## src/power_unit_pkg.sv

```systemverilog
// Constants and types shared by the power mode and wake-up control block.
package power_unit_pkg;

  // Register indices; the byte address is four times the index, offset by PAGE_F_BASE for the mode options register.
  localparam logic [7:0] IDX_POWER_CONTROL = 8'h87;
  localparam logic [7:0] IDX_WAKE_CFG = 8'hb5;
  localparam logic [7:0] IDX_MODE_OPTIONS = 8'hb5;
  localparam logic [7:0] IDX_POWER_STATUS = 8'hc0;
  // The two registers sharing index 8'hb5 sit on separate pages.
  localparam logic [31:0] PAGE_F_BASE = 32'h0000_0400;
  localparam logic [31:0] ADDR_POWER_CONTROL = {22'h0, IDX_POWER_CONTROL, 2'b00};
  localparam logic [31:0] ADDR_WAKE_CFG = {22'h0, IDX_WAKE_CFG, 2'b00};
  localparam logic [31:0] ADDR_MODE_OPTIONS = PAGE_F_BASE | {22'h0, IDX_MODE_OPTIONS, 2'b00};
  localparam logic [31:0] ADDR_POWER_STATUS = {22'h0, IDX_POWER_STATUS, 2'b00};

  // Wake configuration fields.
  localparam int CFG_SLEEP = 7;
  localparam int CFG_SUSPEND = 6;
  localparam int CFG_CLEAR = 5;
  localparam int CFG_RESET_PIN_FLAG = 4;
  localparam int CFG_CLOCK_FAIL = 3;
  localparam int CFG_CLOCK_ALARM = 2;
  localparam int CFG_PORT_MATCH = 1;
  localparam int CFG_COMPARATOR = 0;

  // Mode option fields.
  localparam int MODE_LF_CLOCK_OUT = 7;
  localparam int MODE_WAKE_OUT = 6;
  localparam int MODE_MONITOR_DISABLE = 5;

  // Power control fields.
  localparam int CTRL_GP_LSB = 2;
  localparam int CTRL_STOP = 1;
  localparam int CTRL_IDLE = 0;

  localparam logic [7:0] POWER_CONTROL_RESET = 8'h00;
  localparam logic [7:0] MODE_OPTIONS_RESET = 8'h00;
  localparam logic [4:0] WAKE_FLAGS_RESET = 5'h00;
  localparam logic [3:0] WAKE_ENABLES_RESET = 4'h0;

  // Clocks during which flags read zero after leaving suspend.
  localparam logic [1:0] FLAG_BLANK_CYCLES = 2'd2;

  typedef enum logic [2:0] {
    PWR_ACTIVE = 3'b000,
    PWR_IDLE = 3'b001,
    PWR_STOP = 3'b011,
    PWR_SUSPEND = 3'b010,
    PWR_SLEEP = 3'b110
  } power_state_e;

endpackage

```

## src/power_mode_wakeup_control.sv

```systemverilog
// Power mode selection, wake-up sources and supply monitor control.
`timescale 1ns/1ps
`default_nettype none

module power_mode_wakeup_control
  import power_unit_pkg::*;
(
  input wire logic clk_sys,
  input wire logic rstn,
  input wire logic cyc_i,
  input wire logic stb_i,
  input wire logic we_i,
  input wire logic [31:0] adr_i,
  input wire logic [31:0] dat_i,
  input wire logic [3:0] sel_i,
  output logic [31:0] dat_o,
  output logic ack_o,
  input wire logic clock_fail_event,
  input wire logic clock_alarm_event,
  input wire logic port_match_event,
  input wire logic comparator_out,
  input wire logic reset_pin_n,
  input wire logic reset_source_event,
  input wire logic interrupt_pending,
  input wire logic lf_clock,
  output power_unit_pkg::power_state_e power_mode,
  output logic lp_osc_keep_on,
  output logic lf_clock_out,
  output logic lf_clock_out_en,
  output logic wake_request_out,
  output logic wake_request_out_en,
  output logic supply_monitor_disable,
  output logic por_request
);
  import power_unit_pkg::*;

  typedef struct packed {
    power_state_e state;
    logic ack;
    logic [31:0] rdata;
    logic [5:0] general_purpose_flags;
    logic lf_out_enable;
    logic wake_out_enable;
    logic monitor_disable;
    logic [3:0] enables;
    logic [4:0] flags;
    logic [1:0] blank;
    logic comparator_prev;
    logic reset_pin_prev;
    logic lf_out;
    logic wake_out;
    logic por;
    logic osc_keep;
  } pmu_s;

  pmu_s st;
  pmu_s next_st;
  logic access;
  logic write_ok;
  logic wr_cfg;
  logic wr_ctrl;
  logic wr_mode;
  logic [4:0] events;
  logic wake_hit;

  // The bus answers one cycle after the request; writes land on the ack edge.
  assign access = cyc_i && stb_i;
  assign write_ok = access && we_i && st.ack && sel_i[0];
  assign wr_cfg = write_ok && (adr_i == ADDR_WAKE_CFG);
  assign wr_ctrl = write_ok && (adr_i == ADDR_POWER_CONTROL);
  assign wr_mode = write_ok && (adr_i == ADDR_MODE_OPTIONS);

  // Event order matches the flag field order: pin, fail, alarm, match, comparator.
  assign events = {st.reset_pin_prev && !reset_pin_n, clock_fail_event,
                   clock_alarm_event, port_match_event,
                   comparator_out && !st.comparator_prev};
  assign wake_hit = events[4] || |(events[3:0] & st.enables);

  always_comb
  begin
    next_st = st;
    next_st.ack = 1'b0;
    next_st.por = 1'b0;
    next_st.comparator_prev = comparator_out;
    next_st.reset_pin_prev = reset_pin_n;
    if (st.blank != 2'd0)
    begin
      next_st.blank = st.blank - 2'd1;
    end

    // A new event beats a clear in the same cycle.
    if (wr_cfg && dat_i[CFG_CLEAR])
    begin
      next_st.flags = events;
    end
    else
    begin
      next_st.flags = st.flags | events;
    end

    if (wr_cfg)
    begin
      next_st.enables = dat_i[3:0];
      // Refusal looks at the flags held before this write.
      if (st.state == PWR_ACTIVE && st.flags == 5'h00)
      begin
        if (dat_i[CFG_SLEEP])
        begin
          next_st.state = PWR_SLEEP;
        end
        else if (dat_i[CFG_SUSPEND])
        begin
          next_st.state = PWR_SUSPEND;
        end
      end
    end

    if (wr_ctrl)
    begin
      next_st.general_purpose_flags = dat_i[7:CTRL_GP_LSB];
      if (st.state == PWR_ACTIVE)
      begin
        if (dat_i[CTRL_STOP])
        begin
          next_st.state = PWR_STOP;
        end
        else if (dat_i[CTRL_IDLE])
        begin
          next_st.state = PWR_IDLE;
        end
      end
    end

    if (wr_mode)
    begin
      next_st.lf_out_enable = dat_i[MODE_LF_CLOCK_OUT];
      next_st.wake_out_enable = dat_i[MODE_WAKE_OUT];
      next_st.monitor_disable = dat_i[MODE_MONITOR_DISABLE];
      if (st.monitor_disable && !dat_i[MODE_MONITOR_DISABLE])
      begin
        next_st.por = 1'b1;
      end
    end

    // Any reset source with the monitor off escalates and re-arms the monitor.
    if (reset_source_event && st.monitor_disable)
    begin
      next_st.por = 1'b1;
      next_st.monitor_disable = 1'b0;
    end

    case (st.state)
      PWR_ACTIVE:
      begin
        // Entries decoded above must survive; nothing else moves the state here.
      end
      PWR_IDLE:
      begin
        if (interrupt_pending)
        begin
          next_st.state = PWR_ACTIVE;
        end
      end
      PWR_STOP:
      begin
        if (reset_source_event)
        begin
          next_st.state = PWR_ACTIVE;
        end
      end
      PWR_SUSPEND:
      begin
        if (wake_hit)
        begin
          next_st.state = PWR_ACTIVE;
          next_st.blank = FLAG_BLANK_CYCLES;
          next_st.enables = WAKE_ENABLES_RESET;
        end
      end
      PWR_SLEEP:
      begin
        if (wake_hit)
        begin
          next_st.state = PWR_ACTIVE;
          next_st.enables = WAKE_ENABLES_RESET;
        end
      end
      default:
      begin
        next_st.state = PWR_ACTIVE;
      end
    endcase

    if (access && !st.ack)
    begin
      next_st.ack = 1'b1;
      if (adr_i == ADDR_WAKE_CFG)
      begin
        // Flags are hidden while they settle after a suspend wake.
        next_st.rdata = {27'h0, (st.blank != 2'd0) ? 5'h00 : st.flags};
      end
      else if (adr_i == ADDR_MODE_OPTIONS)
      begin
        next_st.rdata = {24'h0, st.lf_out_enable, st.wake_out_enable,
                         st.monitor_disable, 5'b00000};
      end
      else if (adr_i == ADDR_POWER_CONTROL)
      begin
        next_st.rdata = {24'h0, st.general_purpose_flags, 2'b00};
      end
      else if (adr_i == ADDR_POWER_STATUS)
      begin
        next_st.rdata = {29'h0, st.state};
      end
      else
      begin
        next_st.rdata = 32'h0;
      end
    end

    next_st.lf_out = lf_clock && next_st.lf_out_enable;
    next_st.wake_out = next_st.wake_out_enable && (next_st.state != PWR_SLEEP);
    // The slow internal oscillator stays up while anything is flagged.
    next_st.osc_keep = |next_st.flags;
  end

  always_ff @(posedge clk_sys or negedge rstn)
  begin
    if (!rstn)
    begin
      st <= '{state: PWR_ACTIVE, ack: 1'b0, rdata: 32'h0,
              general_purpose_flags: POWER_CONTROL_RESET[7:2],
              lf_out_enable: MODE_OPTIONS_RESET[MODE_LF_CLOCK_OUT],
              wake_out_enable: MODE_OPTIONS_RESET[MODE_WAKE_OUT],
              monitor_disable: MODE_OPTIONS_RESET[MODE_MONITOR_DISABLE],
              enables: WAKE_ENABLES_RESET, flags: WAKE_FLAGS_RESET, blank: 2'd0,
              comparator_prev: 1'b0, reset_pin_prev: 1'b1, lf_out: 1'b0,
              wake_out: 1'b0, por: 1'b0, osc_keep: 1'b0};
    end
    else
    begin
      st <= next_st;
    end
  end

  assign dat_o = st.rdata;
  assign ack_o = st.ack;
  assign power_mode = st.state;
  assign lp_osc_keep_on = st.osc_keep;
  assign lf_clock_out = st.lf_out;
  assign lf_clock_out_en = st.lf_out_enable;
  assign wake_request_out = st.wake_out;
  assign wake_request_out_en = st.wake_out_enable;
  assign supply_monitor_disable = st.monitor_disable;
  assign por_request = st.por;
endmodule

`default_nettype wire

```

## config.mk

```make
export PLATFORM = sky130hd
export DESIGN_NAME = power_mode_wakeup_control
export DESIGN_NICKNAME = d
export VERILOG_FILES = /design/src/power_unit_pkg.sv /design/src/power_mode_wakeup_control.sv
export SDC_FILE = /design/constraint.sdc
export NUM_CORES = 1
export LEC_CHECK = 0
export BUFFER_PORTS_ARGS = -buffer_cell sky130_fd_sc_hd__buf_2
export CAP_MARGIN = 20
export CORE_ASPECT_RATIO = 1.2
export CORE_MARGIN = 1
export CORE_UTILIZATION = 39
export CTS_CLUSTER_SIZE = 16
export DETAILED_ROUTE_END_ITERATION = 7
export PLACE_DENSITY = 0.79
export REMOVE_ABC_BUFFERS = 1
export SYNTH_ARGS = -nofsm -noshare
export SYNTH_HDL_FRONTEND = slang
export SYNTH_SLANG_ARGS = --single-unit
```

## constraint.sdc

```tcl
create_clock -name clk_sys -period 1.9 [get_ports clk_sys]
set_clock_uncertainty 0.15 [all_clocks]
set_input_delay 0 -clock clk_sys [delete_from_list [all_inputs] [get_ports clk_sys]]
set_output_delay 0 -clock clk_sys [all_outputs]
set_load 0.005 [all_outputs]
```

==> impl_metrics.toml <==
[power_and_ir_drop]
p_switching_uw = 356.2
swShare = 0.2182
power_uw = 1632
p_clk_frac = 0.407
leakagePower_uw = 0.001389
p_int_uw = 1276
comb_power_share = 0.095
cellPowerDensity_mw_per_mm2 = 595.3
power_frac_seq = 0.499
vdd_drop_max_uv = 386.1

[clock_tree]
clock_path_buffers = 2
cts.sinks = 38
cts_tree = "yes"
numCtsBuffers = 5
clk_pin_slew_ns = 0.07
cts_root_buf = "clkbuf_8"
clkLatencyLatePin_ns = 0.29
htree_num_levels = 2

[logic_synthesis]
synth_seq_area_share = 0.4549
async_flop_share = 1.000
syn-cell-area_mm2 = 0.002093
ys_types = 49
syn_inst = 199
dominantRegCellSynth = "dfrtp_1"
yosysWarnings = 0
avgSynthCellArea_um2 = 10.52
synth_seq_cells = 38
synth_edf_count = 0

[routing]
drtIter0Drc = 72
wl_per_cell_um = 13.56
drcViolationCount = 0
detail-route-antenna-nets = 0
drt_pass1_iterations = 5
finalWirelength_um = 4785
num_vias = 1791
via_per_inst = 5.074

[final_layout]
syn2layout_area_growth_pct = 30.96
drive_above_1_share = 0.3993
antenna_cells = 0
final_nets = 373

[global_routing]
grt_pass1_vias = 1751
grt_max_degree = 39
grt_usage = 0.1896
antenna_found_initial = 0
grt-ovfl-total = 0
grt_first_pass_wirelength_um = 7838

[run]
cap_violations = 0

[timing]
rsz0062_at_grt = "yes"
fmaxAchievable_ghz = 0.5437
worst_slew_pin_slew_ns = 0.8107
setup-tns-final_ns = 0
setup_viol = 0
fin_crit_ns = 1.839
drv_slew = 0
slew_headroom = 0.4595
hold_violations = 0
finalCritPeriodShare = 0.9681

[placed_design]
place.gp.congestion = 0.7740
io_buffers = 72
dp_hpwl_um = 3686

[critical_path]
crit_arrival_ns = 1.86
max_stage_delay_ns = 0.37
end_kind = "register"
cpMaxStageDelayCell = "dfrtp_1"
cp_cell_sequence = "and3_4, nand3_4, buf_6, nor4b_4, buf_4, mux2_2"
critical_path_class = "register to register"
startpoint_type = "register"
critPathMaxFanout = 6
required_ns = 1.92

[die]
core_area_mm2 = 0.005045
die_area_mm2 = 0.005666
ios = 124
die_h_um = 82.26
rows = 28
dieWidth_um = 68.88
initial_core_util = 0.4149

[status]
status = "finished clean"

[worst_hold_path]
hold_class = "input port to register"
-- through the flow --
step | util | cells | setup WS, ns | instance area (um2) | hold slack, ns
global route | 0.5434 | 353 | -0.001435 | 2741 | 0.05560
finish | 0.5434 | 353 | 0.06065 | 2741 | 0.04738
detailed placement | 0.4826 | 329 | -0.1509 | 2435 | -0.03176
CTS | 0.5387 | 353 | 0.003045 | 2718 | 0.02043
floorplan | - | 185 | 0.05926 | 1909 | -0.4456
global placement | 0.4826 | 329 | -0.09801 | 2435 | -0.03354
-- worst paths after layout --
path,slack (ns),start,cells past startpoint,to
setup reg to reg,0.06,ack_o$_DFF_PN0_,6,st[20]$_DFFE_PN0N_
hold / removal,0.05,cyc_i,4,ack_o$_DFF_PN0_
max in group asynchronous,0.90,rstn,2,st[5]$_DFF_PN0_
min in group asynchronous,0.18,rstn,2,dat_o[7]$_DFFE_PN0P_
hold reg to reg,0.32,st[6]$_DFF_PN0_,1,st[6]$_DFF_PN0_
setup / recovery,0.06,ack_o$_DFF_PN0_,6,st[20]$_DFFE_PN0N_
-- area by class of cell --
cell class                 instances  area [um2]
clock buffer                       5       68.82
clock inverter                     3       40.04
fill                             478        2303
inverter                           3       11.26
multi-input combinational        144       979.7
sequential                        38       952.2
tap                               60       75.07
timing repair buffer             100       614.3
-- sequential cells by signal (all words and copies together), names as in the netlist --
signal / cells
lp_osc_keep_on: 1
lf_clock_out_en: 1
st: 19
wake_request_out_en: 1
lf_clock_out: 1
ack_o: 1
dat_o: 8
wake_request_out: 1
power_mode: 3
supply_monitor_disable: 1
por_request: 1
-- critical path: cells and delay by family, from the launching register on --
kind | cells | cell delay, ns
AND/OR/NAND/NOR | 3 | 0.54
flip-flops | 1 | 0.37
buffers and inverters | 2 | 0.34
multiplexers | 1 | 0.33
-- synthesized netlist by cell type, types with 2 or more instances --
| master | number | area share |
|---|---|---|
| buf_4 | 35 | 0.13 |
| nand2_1 | 13 | 0.023 |
| nor4_1 | 7 | 0.021 |
| a21o_1 | 5 | 0.018 |
| dfrtp_1 | 37 | 0.44 |
| nor2b_1 | 4 | 0.012 |
| clkbuf_1 | 2 | 0.0036 |
| and2_1 | 3 | 0.0090 |
| or2_2 | 2 | 0.0060 |
| o21a_1 | 2 | 0.0072 |
| nand4_1 | 2 | 0.0060 |
| o21ai_0 | 8 | 0.019 |
| nor2_1 | 12 | 0.022 |
| mux2i_1 | 4 | 0.019 |
| nor4b_4 | 2 | 0.023 |
| and3_1 | 2 | 0.0060 |
| a22oi_1 | 8 | 0.029 |
| a21bo_2 | 2 | 0.0096 |
| nor3_1 | 5 | 0.012 |
| inv_1 | 3 | 0.0054 |
| nand3_1 | 4 | 0.0096 |
| nand2b_1 | 3 | 0.0090 |
| mux2_2 | 8 | 0.043 |
-- kinds of logic after synthesis --
| kind of cell | share of synthesized area |
|---|---|
| simple gates | 0.2283 |
| buf+inv | 0.1345 |
| flops | 0.4549 |
| compound gates | 0.1184 |
| mux | 0.06217 |
| other cells | 0.001791 |
-- power by group through the flow --
stage / sequential [uW] / combinational (uW) / clock [uW]
global placement: 829 / 125 / 0
detailed placement: 829 / 127 / 0
finish: 814 / 154 / 664
CTS: 813 / 153 / 679
global route: 814 / 177 / 717
floorplan: 829 / 37.0 / 0
-- what timing repair did --
action / in CTS / in global routing
setup buffers: 0 / 0
gates resized for setup: 2 / 5
pin swaps: 0 / 1
endpoints found under the setup margin: 12 / 13
hold buffers: 16 / 0
hold endpoints to repair: 60 / 0
cloned: 0 / 0
-- routing by layer --
metal | global-route usage | vias up | wire (um)
met5 | 0 | - | 0
met2 | 0.3175 | 72 | 2519
met4 | 0.09184 | 0 | 93
met1 | 0.2215 | 861 | 1874
met3 | 0.04945 | 12 | 298
li1 | - | 846 | -
-- layout by cell type (no fill, tap or decap), types with 3 or more instances in the layout --
cell type       n
buf_4          11
dfrtp_1        37
a22oi_1         8
conb_1         24
nor2b_1         4
mux2i_1         3
and2_1          3
nand3_1         3
buf_2          72
nor2_1         12
nor3_1          5
a21o_1          5
o21ai_0         8
nor4_1          7
clkbuf_8        5
mux2_2          8
nand2_1        13
inv_1           3
dlygate4sd3_1  16
nand2b_1        3
Power figures use the tool's default switching activity.
